$ cat src/common/isr_pkg.sv
// Constants, selects and carriers for the instrument status reporting block.
// Assumes a single 50 MHz clock shared by all users of the package.
package isr_pkg;
    localparam int DATA_W = 16;
    localparam int BYTE_W = 8;
    localparam int OQ_DEPTH = 16;
    // Implemented bits of each register
    localparam logic [15:0] NORM_MASK = 16'h0D21;
    localparam logic [15:0] ABN_MASK = 16'h4617;
    localparam logic [7:0] STD_MASK = 8'hBD;
    localparam logic [7:0] SRE_MASK = 8'hB8;
    // Normal-operation condition bits
    localparam int NORM_CAL_BIT = 0;
    localparam int NORM_TRIGGER_WAIT_BIT = 5;
    localparam int NORM_CONSTANT_VOLTAGE_BIT = 8;
    localparam int NORM_POS_CURRENT_BIT = 10;
    localparam int NORM_NEG_CURRENT_BIT = 11;
    // Abnormal-operation condition bits
    localparam int ABN_OVERVOLTAGE_BIT = 0;
    localparam int ABN_OVERCURRENT_BIT = 1;
    localparam int ABN_FUSE_BIT = 2;
    localparam int ABN_OVERTEMP_BIT = 4;
    localparam int ABN_INHIBIT_BIT = 9;
    localparam int ABN_UNREG_BIT = 10;
    localparam int ABN_OVERLOAD_BIT = 14;
    // Standard event and status byte bits
    localparam int POWER_ON_FLAG_BIT = 7;
    localparam int STATUS_ABNORMAL_BIT = 3;
    localparam int STATUS_MESSAGE_BIT = 4;
    localparam int STATUS_EVENT_BIT = 5;
    localparam int STATUS_SERVICE_BIT = 6;
    localparam int STATUS_OPERATION_BIT = 7;
    localparam logic [15:0] ZERO16 = 16'h0000;
    localparam logic [7:0] ZERO8 = 8'h00;

    typedef enum logic [3:0] {
        SEL_NORM_COND, SEL_NORM_RISE, SEL_NORM_FALL, SEL_NORM_EVENT,
        SEL_NORM_EN, SEL_ABN_COND, SEL_ABN_RISE, SEL_ABN_FALL,
        SEL_ABN_EVENT, SEL_ABN_EN, SEL_STD_EVENT, SEL_STD_EN,
        SEL_STATUS, SEL_SRE, SEL_OQ_READ, SEL_POLL
    } isr_sel_t;

    typedef struct packed {
        logic valid;
        logic write;
        isr_sel_t sel;
        logic [DATA_W-1:0] wdata;
    } isr_cmd_t;

    typedef struct packed {
        logic valid;
        logic [DATA_W-1:0] data;
    } isr_rsp_t;
endpackage

$ cat src/isr_top.sv
// Status reporting and service request logic of a programmable dc source.
// Assumes the command parser issues one register access per cmd pulse and
// that all condition and event inputs are synchronous to SYS_CLK_I.
`timescale 1ns/100ps

module isr_group #(
    parameter logic [15:0] MASK = 16'hFFFF
) (
    input wire logic clk_i,
    input wire logic rst_n_i,
    input wire logic [15:0] cond_i,
    input wire logic wr_rise_i,
    input wire logic wr_fall_i,
    input wire logic wr_en_i,
    input wire logic [15:0] wdata_i,
    input wire logic rd_evt_i,
    output logic [15:0] cond_o,
    output logic [15:0] rise_o,
    output logic [15:0] fall_o,
    output logic [15:0] evt_o,
    output logic [15:0] en_o,
    output logic summary_o
);
    logic [15:0] cond_q;
    logic [15:0] rise_q;
    logic [15:0] fall_q;
    logic [15:0] evt_q;
    logic [15:0] en_q;
    logic [15:0] edges;

    // Condition sampled each clock, previous sample kept for edges
    always_ff @(posedge clk_i) begin
        if (!rst_n_i) begin
            cond_q <= 16'h0000;
        end else begin
            cond_q <= cond_i & MASK;
        end
    end

    always_ff @(posedge clk_i) begin
        if (!rst_n_i) begin
            rise_q <= 16'h0000;
            fall_q <= 16'h0000;
            en_q <= 16'h0000;
        end else begin
            if (wr_rise_i) begin
                rise_q <= wdata_i & MASK;
            end
            if (wr_fall_i) begin
                fall_q <= wdata_i & MASK;
            end
            if (wr_en_i) begin
                en_q <= wdata_i & MASK;
            end
        end
    end

    assign edges = ((cond_i & MASK & ~cond_q) & rise_q)
        | ((~cond_i & cond_q) & fall_q);

    // New edge wins over a clearing read in the same cycle
    always_ff @(posedge clk_i) begin
        if (!rst_n_i) begin
            evt_q <= 16'h0000;
        end else begin
            evt_q <= (rd_evt_i ? 16'h0000 : evt_q) | edges;
        end
    end

    assign summary_o = |(evt_q & en_q);

    // Register copies for the top-level read mux
    assign cond_o = cond_q;
    assign rise_o = rise_q;
    assign fall_o = fall_q;
    assign evt_o = evt_q;
    assign en_o = en_q;
endmodule // isr_group

module isr_top
    import isr_pkg::*;
#(
    parameter int OQ_DEPTH_P = isr_pkg::OQ_DEPTH
) (
    input wire logic SYS_CLK_I,
    input wire logic RST_N_I,
    input wire logic [15:0] NORM_COND_I,
    input wire logic [15:0] ABN_COND_I,
    input wire logic [7:0] STD_EVENT_I,
    input wire logic POWER_ON_CLEAR_I,
    input wire isr_pkg::isr_cmd_t CMD_I,
    input wire logic OQ_PUSH_I,
    input wire logic [7:0] OQ_DATA_I,
    output isr_pkg::isr_rsp_t RSP_O,
    output logic SRQ_O,
    output logic OQ_FULL_O
);
    import isr_pkg::*;

    localparam int CNT_W = $clog2(OQ_DEPTH_P + 1);
    localparam int PTR_W = $clog2(OQ_DEPTH_P);
    localparam logic [CNT_W-1:0] OQ_LAST = CNT_W'(OQ_DEPTH_P - 1);
    localparam logic [CNT_W-1:0] OQ_FULL_CNT = CNT_W'(OQ_DEPTH_P);

    logic [15:0] norm_cond, norm_rise, norm_fall, norm_evt, norm_en;
    logic [15:0] abn_cond, abn_rise, abn_fall, abn_evt, abn_en;
    logic norm_sum, abn_sum, event_summary, message_available;
    logic service_summary_live, service_live_prev_q;
    logic service_request_latched_q;
    logic [7:0] std_evt_q, std_en_q, sre_q;
    logic [7:0] status_base, status_live, status_poll;
    logic acc, wr, rd_norm, rd_abn, rd_std, poll, pop, push;
    logic [BYTE_W-1:0] oq_mem [OQ_DEPTH_P];
    logic [PTR_W-1:0] wr_ptr_q, rd_ptr_q;
    logic [CNT_W-1:0] cnt_q, cnt_d;
    isr_rsp_t rsp_q;
    logic [15:0] rdata;

    assign acc = CMD_I.valid;
    assign wr = acc & CMD_I.write;
    assign rd_norm = acc & !CMD_I.write & (CMD_I.sel == SEL_NORM_EVENT);
    assign rd_abn = acc & !CMD_I.write & (CMD_I.sel == SEL_ABN_EVENT);
    assign rd_std = acc & !CMD_I.write & (CMD_I.sel == SEL_STD_EVENT);
    assign poll = acc & !CMD_I.write & (CMD_I.sel == SEL_POLL);
    assign pop = acc & !CMD_I.write & (CMD_I.sel == SEL_OQ_READ)
        & (cnt_q != '0);
    assign push = OQ_PUSH_I & (cnt_q != OQ_FULL_CNT);

    isr_group #(.MASK(NORM_MASK)) u_norm (
        .clk_i(SYS_CLK_I),
        .rst_n_i(RST_N_I),
        .cond_i(NORM_COND_I),
        .wr_rise_i(wr & (CMD_I.sel == SEL_NORM_RISE)),
        .wr_fall_i(wr & (CMD_I.sel == SEL_NORM_FALL)),
        .wr_en_i(wr & (CMD_I.sel == SEL_NORM_EN)),
        .wdata_i(CMD_I.wdata),
        .rd_evt_i(rd_norm),
        .cond_o(norm_cond),
        .rise_o(norm_rise),
        .fall_o(norm_fall),
        .evt_o(norm_evt),
        .en_o(norm_en),
        .summary_o(norm_sum)
    );

    isr_group #(.MASK(ABN_MASK)) u_abn (
        .clk_i(SYS_CLK_I),
        .rst_n_i(RST_N_I),
        .cond_i(ABN_COND_I),
        .wr_rise_i(wr & (CMD_I.sel == SEL_ABN_RISE)),
        .wr_fall_i(wr & (CMD_I.sel == SEL_ABN_FALL)),
        .wr_en_i(wr & (CMD_I.sel == SEL_ABN_EN)),
        .wdata_i(CMD_I.wdata),
        .rd_evt_i(rd_abn),
        .cond_o(abn_cond),
        .rise_o(abn_rise),
        .fall_o(abn_fall),
        .evt_o(abn_evt),
        .en_o(abn_en),
        .summary_o(abn_sum)
    );

    // Power-on flag set by reset; live events win over the clearing read
    always_ff @(posedge SYS_CLK_I) begin
        if (!RST_N_I) begin
            std_evt_q <= ZERO8;
            std_evt_q[POWER_ON_FLAG_BIT] <= 1'b1;
        end else begin
            std_evt_q <= (rd_std ? ZERO8 : std_evt_q)
                | (STD_EVENT_I & STD_MASK);
        end
    end

    // Enable survives reset when power-on clear is off (nonvolatile copy)
    always_ff @(posedge SYS_CLK_I) begin
        if (!RST_N_I) begin
            if (POWER_ON_CLEAR_I) begin
                std_en_q <= ZERO8;
            end
        end else if (wr & (CMD_I.sel == SEL_STD_EN)) begin
            std_en_q <= CMD_I.wdata[7:0] & STD_MASK;
        end
    end

    always_ff @(posedge SYS_CLK_I) begin
        if (!RST_N_I) begin
            sre_q <= ZERO8;
        end else if (wr & (CMD_I.sel == SEL_SRE)) begin
            sre_q <= CMD_I.wdata[7:0] & SRE_MASK;
        end
    end

    assign event_summary = |(std_evt_q & std_en_q);
    assign message_available = (cnt_q != '0);

    // Base byte has no bit 6, so the live summary cannot loop into itself
    always_comb begin
        status_base = ZERO8;
        status_base[STATUS_ABNORMAL_BIT] = abn_sum;
        status_base[STATUS_MESSAGE_BIT] = message_available;
        status_base[STATUS_EVENT_BIT] = event_summary;
        status_base[STATUS_OPERATION_BIT] = norm_sum;
        status_live = status_base;
        status_live[STATUS_SERVICE_BIT] = service_summary_live;
        status_poll = status_base;
        status_poll[STATUS_SERVICE_BIT] = service_request_latched_q;
    end

    assign service_summary_live = |(status_base & sre_q);

    // Request raised when the live summary rises from zero; set wins over the poll clear
    always_ff @(posedge SYS_CLK_I) begin
        if (!RST_N_I) begin
            service_live_prev_q <= 1'b0;
            service_request_latched_q <= 1'b0;
        end else begin
            service_live_prev_q <= service_summary_live;
            service_request_latched_q <= (service_request_latched_q & !poll)
                | (service_summary_live & !service_live_prev_q);
        end
    end

    assign SRQ_O = service_request_latched_q;

    // Output queue storage, no reset needed on the data array
    always_ff @(posedge SYS_CLK_I) begin
        if (push) begin
            oq_mem[wr_ptr_q] <= OQ_DATA_I;
        end
    end

    always_comb begin
        cnt_d = cnt_q;
        if (push & !pop) begin
            cnt_d = cnt_q + 1'b1;
        end else if (pop & !push) begin
            cnt_d = cnt_q - 1'b1;
        end
    end

    always_ff @(posedge SYS_CLK_I) begin
        if (!RST_N_I) begin
            wr_ptr_q <= '0;
            rd_ptr_q <= '0;
            cnt_q <= '0;
            OQ_FULL_O <= 1'b0;
        end else begin
            if (push) begin
                wr_ptr_q <= (CNT_W'(wr_ptr_q) == OQ_LAST) ? '0
                    : wr_ptr_q + 1'b1;
            end
            if (pop) begin
                rd_ptr_q <= (CNT_W'(rd_ptr_q) == OQ_LAST) ? '0
                    : rd_ptr_q + 1'b1;
            end
            cnt_q <= cnt_d;
            OQ_FULL_O <= (cnt_d == OQ_FULL_CNT);
        end
    end

    always_comb begin
        rdata = ZERO16;
        unique case (CMD_I.sel)
            SEL_NORM_COND: rdata = norm_cond;
            SEL_NORM_RISE: rdata = norm_rise;
            SEL_NORM_FALL: rdata = norm_fall;
            SEL_NORM_EVENT: rdata = norm_evt;
            SEL_NORM_EN: rdata = norm_en;
            SEL_ABN_COND: rdata = abn_cond;
            SEL_ABN_RISE: rdata = abn_rise;
            SEL_ABN_FALL: rdata = abn_fall;
            SEL_ABN_EVENT: rdata = abn_evt;
            SEL_ABN_EN: rdata = abn_en;
            SEL_STD_EVENT: rdata = {ZERO8, std_evt_q};
            SEL_STD_EN: rdata = {ZERO8, std_en_q};
            SEL_STATUS: rdata = {ZERO8, status_live};
            SEL_SRE: rdata = {ZERO8, sre_q};
            SEL_OQ_READ: rdata = message_available
                ? {ZERO8, oq_mem[rd_ptr_q]} : ZERO16;
            SEL_POLL: rdata = {ZERO8, status_poll};
        endcase
    end

    // Reads answer one cycle later; writes produce no answer
    always_ff @(posedge SYS_CLK_I) begin
        if (!RST_N_I) begin
            rsp_q <= '0;
        end else begin
            rsp_q.valid <= acc & !CMD_I.write;
            rsp_q.data <= (acc & !CMD_I.write) ? rdata : ZERO16;
        end
    end

    assign RSP_O = rsp_q;

    logic rd_status;
    assign rd_status = acc & !CMD_I.write & (CMD_I.sel == SEL_STATUS);
endmodule // isr_top

$ cat config.mk
export PLATFORM = sky130hd
export DESIGN_NAME = isr_top
export DESIGN_NICKNAME = d
export VERILOG_FILES = /design/src/common/isr_pkg.sv /design/src/isr_top.sv
export SDC_FILE = /design/constraint.sdc
export NUM_CORES = 1
export LEC_CHECK = 0
export BUFFER_PORTS_ARGS = -buffer_cell sky130_fd_sc_hd__buf_2
export CORE_AREA = 2 2 147 185
export CTS_CLUSTER_DIAMETER = 30
export DETAILED_ROUTE_END_ITERATION = 16
export DIE_AREA = 0 0 149 187
export PLACE_DENSITY_LB_ADDON = 0.25
export RECOVER_POWER = 50
export SLEW_MARGIN = 20
export SYNTH_ARGS = -nofsm -noshare
export SYNTH_HDL_FRONTEND = slang
export SYNTH_SLANG_ARGS = --single-unit
$ cat constraint.sdc
create_clock -name SYS_CLK_I -period 2.5 [get_ports SYS_CLK_I]
set_input_delay 0 -clock SYS_CLK_I [delete_from_list [all_inputs] [get_ports SYS_CLK_I]]
set_output_delay 0 -clock SYS_CLK_I [all_outputs]
set_load 0.005 [all_outputs]
Yosys cells after proc, flatten, opt, wreduce, memory -nomap -nowiden
Memory sizes are Yosys's and may differ from the RTL's. A register that Yosys moved wholly into a read port is not among the register bits.
Cells that the tools add are included.
{"block": "totals", "register_bits": 153, "ram_bits": 128, "inputBits": 74, "word_cells": 121, "n_memories": 1}
{"block": "op_classes", "add_sub_neg": 4, "n_eq_ne": 20, "mux": 16, "n_bitwise": 43, "reduce_logical": 14}
{"memory": "oq_mem", "words": 16, "width": 8, "read_ports": 1, "rd_ports_with_merged_regs": 1, "wr": 1, "line_no": "isr_top.sv:113", "rtl": "logic [BYTE_W-1:0] oq_mem [OQ_DEPTH_P];"}
{"op": "16-bit one-hot mux with 16 select lines", "count": 1}
{"op": "16-bit NOT", "count": 4}
{"op": "16-bit bitwise OR", "count": 4}
{"op": "16-bit by 12-bit bitwise AND with 16-bit output", "count": 3}
{"op": "16-bit by 15-bit bitwise AND with 16-bit output", "count": 3}
{"op": "4-bit equality test, second input constant", "count": 10}
{"op": "8-bit two-way mux", "count": 5}
{"op": "16-bit bitwise AND", "count": 2}
{"op": "16-bit two-way mux", "count": 2}
{"op": "16-bit OR reduction", "count": 2}
{"op": "1-bit bitwise AND", "count": 21}
{"op": "12-bit by 16-bit bitwise AND with 16-bit output", "count": 1}
{"op": "15-bit by 16-bit bitwise AND with 16-bit output", "count": 1}
{"op": "8-bit bitwise AND", "count": 2}
{"op": "4-bit by 3-bit equality test with 1-bit output, second input constant", "count": 4}
{"op": "4-bit two-way mux", "count": 4}
{"op": "8-bit OR reduction", "count": 2}
{"op": "5-bit two-way mux", "count": 2}
{"op": "4-bit by 1-bit adder with 4-bit output, second input constant", "count": 2}
{"op": "4-bit by 2-bit equality test with 1-bit output, second input constant", "count": 2}
{"op": "8-bit bitwise OR", "count": 1}
{"op": "5-bit by 1-bit adder with 5-bit output, second input constant", "count": 1}
{"op": "5-bit equality test, second input constant", "count": 1}
{"op": "1-bit zero test", "count": 5}
{"op": "10 further kinds", "count": 12}

Depth between registers and ports, before layout
{"block": "logic_depth", "depth_word": 8, "mapped_depth": 8, "mapped_depth_nobuf": 7}

Cells and area by module
Synthesis repeated with hierarchy kept, for this count alone.
{"block": "hier_totals", "hier_cells": 999, "area_unflattened_um2": 12007.8}
{"module": "isr_top", "instances": 1, "cells_each": 683, "area_each_um2": 8774.7, "seq_area_each_um2": 4964.8}
{"module": "isr_group at u_abn", "instances": 1, "cells_each": 170, "area_each_um2": 1798.0, "seq_area_each_um2": 700.7}
{"module": "isr_group at u_norm", "instances": 1, "cells_each": 146, "area_each_um2": 1435.1, "seq_area_each_um2": 500.5}

Worst setup path before layout
No wires, ideal clock.
{"block": "synth_timing", "kind": "register -> register", "start": "register cnt_q[0]", "end": "memory oq_mem[3][0] (enable)", "setup_ns": 0.383, "t_arrival_ns": 1.895, "required_time_ns": 2.117, "setup_slack_ns": 0.222, "path_stages_with_launch": 8, "n_path_buf": 1, "synth_period_minus_slack_ns": 2.278, "cell_sequence": "dfxtp_1 inv_1 ha_1 nand4bb_4 and2_4 buf_6 nand2_1 nor3_1"}
{"block": "synth_via", "elab_chain_cells": 4}
{"item": "start: declaration", "line_no": "isr_top.sv:115", "rtl": "logic [CNT_W-1:0] cnt_q, cnt_d;"}
{"item": "start signal: assignment", "line_no": "isr_top.sv:256", "rtl": "cnt_q <= cnt_d;"}
{"item": "5-bit != test", "line_no": "isr_top.sv:127", "rtl": "assign push = OQ_PUSH_I & (cnt_q != OQ_FULL_CNT);"}
{"item": "1-bit bitwise AND", "line_no": "isr_top.sv:127"}
{"item": "1-bit two-way mux", "line_no": "isr_top.sv:227", "rtl": "if (push) begin"}
{"item": "1-bit two-way mux (implied by the code)", "line_no": "isr_top.sv:228", "rtl": "oq_mem[wr_ptr_q] <= OQ_DATA_I;"}
{"item": "end: declaration", "line_no": "isr_top.sv:113"}
Every way passes these cells.

Worst setup path after layout
{"block": "layout_timing", "start": "register cnt_q[0]", "end": "register OQ_FULL_O"}
{"block": "layout_via", "elab_chain_cells": 7, "elab_cells_between_ends": 13, "classes_between": "add/sub (2); eq/ne (2); mux (2); bitwise (4); reduce/logical (3)"}
{"item": "5-bit != test", "line_no": "isr_top.sv:127"}
{"item": "1-bit bitwise AND", "line_no": "isr_top.sv:127"}
{"item": "1-bit zero test", "line_no": "isr_top.sv:236", "rtl": "end else if (pop & !push) begin"}
{"item": "1-bit bitwise AND", "line_no": "isr_top.sv:236"}
{"item": "5-bit two-way mux", "line_no": "isr_top.sv:236"}
{"item": "5-bit two-way mux (*)", "line_no": "isr_top.sv:234", "rtl": "if (push & !pop) begin"}
{"item": "5-bit equality test (*)", "line_no": "isr_top.sv:257", "rtl": "OQ_FULL_O <= (cnt_d == OQ_FULL_CNT);"}
{"item": "end signal: assignment", "line_no": "isr_top.sv:257"}
{"item": "end: declaration", "line_no": "isr_top.sv:96", "rtl": "output logic OQ_FULL_O"}
Every way passes the cells marked *; elsewhere a longest branch is shown, timed or not.
A chain may end at the register's enable or synchronous reset.

==> impl_metrics.env <==
export IMPL_initial_core_util_pct=39.38
export IMPL_cts_buffer_depth=3
export IMPL_crit_fanout=6
export IMPL_fp_dieH_um=187
export IMPL_period_needed_ns=2.144
export IMPL_switching_share_pct=21.43
export IMPL_end_kind="flip-flop"
export IMPL_maxSlewViolCount=0
export IMPL_worst_path_max_delay_cell="or3_1"
export IMPL_grt_pass1_wl_um=38280
export IMPL_crit_type="reg -> reg"
export IMPL_grt_setup_unrepaired="no"
export IMPL_clockRootBuffer="clkbuf_16"
export IMPL_hp_start="POWER_ON_CLEAR_I"
export IMPL_drt_vias_per_instance=5.238
export IMPL_ys_top_cells_by_area="edfxtp_1 39%, dfxtp_1 20%, mux4_2 5.6%"
export IMPL_vias=6788
export IMPL_finalNonFillerCells=1296
export IMPL_tns_ns=0
export IMPL_grt_antenna_before_repair=0
export IMPL_p_leak_nw=4.578
export IMPL_relSlewSlack_pct=29.06
export IMPL_final_nets=996
export IMPL_routabilityCongestion=0.8159
export IMPL_maxCapViolCount=0
export IMPL_ys_warn_count=0
export IMPL_worstMarginPinSlew_ns=1.062
export IMPL_ir_drop_mv=0.5626
export IMPL_cp_slowest_stage_delay_ns=0.52
export IMPL_path_cells="inv_1 -> ha_1 -> nor4b_4 -> or3_1 -> xnor2_4 -> o211ai_2 -> nor4bb_2"
export IMPL_area_growth_pct=27.17
export IMPL_pwr_share_seq_pct=38.1
export IMPL_reg2regPathDepth=7
export IMPL_synth_top_area_cell="edfxtp_1"
export IMPL_synth_largest_type_area_fraction_pct=38.82
export IMPL_drive_gt1_share_pct=22.61
export IMPL_min_path_cells=4
export IMPL_ys_seq_elements=238
export IMPL_drc=0
export IMPL_htree_levels=2
export IMPL_hold_viol_final=0
export IMPL_clkLatencyLatePin_ns=0.52
export IMPL_die_w_um=149
export IMPL_ys_seq_area_share_pct=58.90
export IMPL_path_clk_slew_ns=0.05
export IMPL_power_density_mw_per_mm2=844.8
export IMPL_crit_required_ns=2.91
export IMPL_intPower_mw=8.750
export IMPL_numPortBuffers=63
export IMPL_cts_resized_gates=0
export IMPL_ios=93
export IMPL_power_switching_mw=2.387
export IMPL_dp_hpwl_um=16360
export IMPL_ys_types=73
export IMPL_cp_start_kind="flip-flop"
export IMPL_grt_pass1_vias=7017
export IMPL_overflow=0
export IMPL_wl_per_cell_um=18.84
export IMPL_combPwrFrac_pct=4.8
export IMPL_drtPass1Iterations=5
export IMPL_reg2reg_setup_slack_ns=0.36
export IMPL_synthArstFlopShare_pct=0
export IMPL_fmax_mhz=466.4
export IMPL_synth_edff_count=134
export IMPL_hold_class="in -> reg"
export IMPL_ant_nets=0
export IMPL_nFillCells=2335
export IMPL_grt_use_total_pct=17.63
export IMPL_drt_iter0_drc=323
export IMPL_coreArea_sq_mm=0.02632
export IMPL_fin_crit_sh_pct=85.76
export IMPL_min_to="std_en_q[2]"
export IMPL_critPathArrivalTime_ns=2.56
export IMPL_antenna_cells=0
export IMPL_tritoncts="built"
export IMPL_final_util_pct=50.08
export IMPL_grt_max_degree=48
export IMPL_skew_ns=0.02184
export IMPL_clock_power_share_pct=57.1
export IMPL_clock_sink_count=238
export IMPL_dieArea_sq_mm=0.02786
export IMPL_dp_cells=1171
export IMPL_reg2reg_from="cnt_q[0]"
export IMPL_outcome="finished, final reports clean"
export IMPL_synth_area_sq_mm=0.01037
export IMPL_p_total_mw=11.14
export IMPL_synthCells=765
export IMPL_drt_wl_total_um=24410
export IMPL_r2r_end="OQ_FULL_O"
export IMPL_setup_violations=0
export IMPL_rows=67
export IMPL_numCtsBuffers=46
export IMPL_synth_avg_cell_area_sq_um=13.55
export IMPL_synth_ff_type="edfxtp_1"
-- layer usage --
| layer | GRT usage (%) | up-vias | share of wire (%) |
|---|---|---|---|
| met2 | 31.18 | 184 | 51 |
| met4 | 5.201 | 0 | 2.5 |
| li1 | - | 3218 | - |
| met1 | 21.88 | 3333 | 42 |
| met5 | 0 | - | 0 |
| met3 | 3.195 | 53 | 4.8 |
-- Yosys cell counts (3+ instances only) --
library cell,count
nand2_1,57
buf_2,10
a21oi_1,30
nor3b_1,5
buf_6,4
mux2i_1,43
a32o_1,4
dfxtp_1,104
mux4_2,26
nand3_1,13
clkbuf_1,21
o21ai_0,29
and2_1,25
nor2_1,23
nor2b_1,63
mux4_1,14
nand2b_1,4
nand4_1,5
buf_4,3
edfxtp_1,134
a32oi_1,5
mux2_2,5
nand3b_1,15
a31oi_1,10
ha_1,7
o22ai_1,3
a21boi_0,9
xnor2_1,3
inv_1,9
buf_12,3
nor3_1,7
a22oi_1,14
-- power groups by stage --
stage / clock network [mW] / registers [mW] / logic, mW
floorplan: 0 / 4.31 / 0.302
global placement: 0 / 4.32 / 0.483
detailed placement: 0 / 4.32 / 0.488
CTS: 6.47 / 4.25 / 0.540
global route: 6.65 / 4.25 / 0.582
finish: 6.35 / 4.25 / 0.535
-- timing repair --
action,in CTS,in global routing
hold endpoints to repair,208,0
hold buffers,41,0
setup buffers,0,0
-- critical path: cells and delay by family, from the launching register on --
kind	cells	cell delay, ns
AOI/OAI and AO/OA	1	0.15
xor gates and xnor gates	1	0.19
adders and majority gates	1	0.29
buffers and inverters	1	0.10
DFF	1	0.40
and+or+nand+nor	3	0.91
-- final cells by class --
class / count / area (sq um) / area share (%)
Multi-Input combinational cell: 474 / 3939 / 29.88
Clock buffer: 51 / 1201 / 9.112
Inverter: 11 / 41.29 / 0.3132
Sequential cell: 238 / 6107 / 46.33
Timing Repair Buffer: 144 / 1046 / 7.935
Tap cell: 345 / 431.7 / 3.274
Clock inverter: 33 / 416.7 / 3.161
-- cell families after synthesis --
logic type	synth area share (%)
compound gates	8.642
buf+inv	3.174
mux	13.89
other cells	0.03618
fa+ha+maj	0.8449
xor+xnor	0.6881
flops	58.90
simple gates	13.82
-- metrics by stage --
stage	instance area, sq um	setup slack [ns]	hold slack [ns]
floorplan	10370	0.2220	0.09887
global placement	11180	0.3839	0.2265
detailed placement	11180	0.3423	0.2338
CTS	13210	0.3309	0.05733
global route	13180	0.2048	0.07333
finish	13180	0.3559	0.08597
-- worst max-delay path by stage --
stage                         from      endpoint  slack (ns)
final                     cnt_q[0]     OQ_FULL_O        0.36
after detailed placement  cnt_q[0]     OQ_FULL_O        0.34
after CTS                 cnt_q[0]     OQ_FULL_O        0.33
after floorplan           cnt_q[0]  oq_mem[3][0]        0.22
after global placement    cnt_q[0]     OQ_FULL_O        0.38
after global routing      cnt_q[0]     OQ_FULL_O        0.20
-- cells in the final DEF, fill, tap and decap left out, types with 23 or more instances in the layout --
cell,synthesis,final
buf_4,3,32
buf_2,10,50
clkbuf_16,0,47
mux4_2,26,26
nor2_1,23,23
dlygate4sd3_1,0,41
mux2i_1,43,43
dfxtp_1,104,103
nand2_1,57,57
a21oi_1,30,30
o21ai_0,29,30
edfxtp_1,134,134
nor2b_1,63,63
-- flip-flops by register name, indices dropped and copies added (netlist names), 4 cells and up, named ones only --
name / cells
RSP_O: 14
cnt_q: 5
oq_mem: 128
rd_ptr_q: 4
sre_q: 4
std_en_q: 6
std_evt_q: 6
u_abn.cond_o: 7
u_abn.en_o: 7
u_abn.evt_o: 7
u_abn.fall_o: 7
u_abn.rise_o: 7
u_norm.cond_o: 5
u_norm.en_o: 5
u_norm.evt_o: 5
u_norm.fall_o: 5
u_norm.rise_o: 5
wr_ptr_q: 4
(Power assumes the default switching activity.)
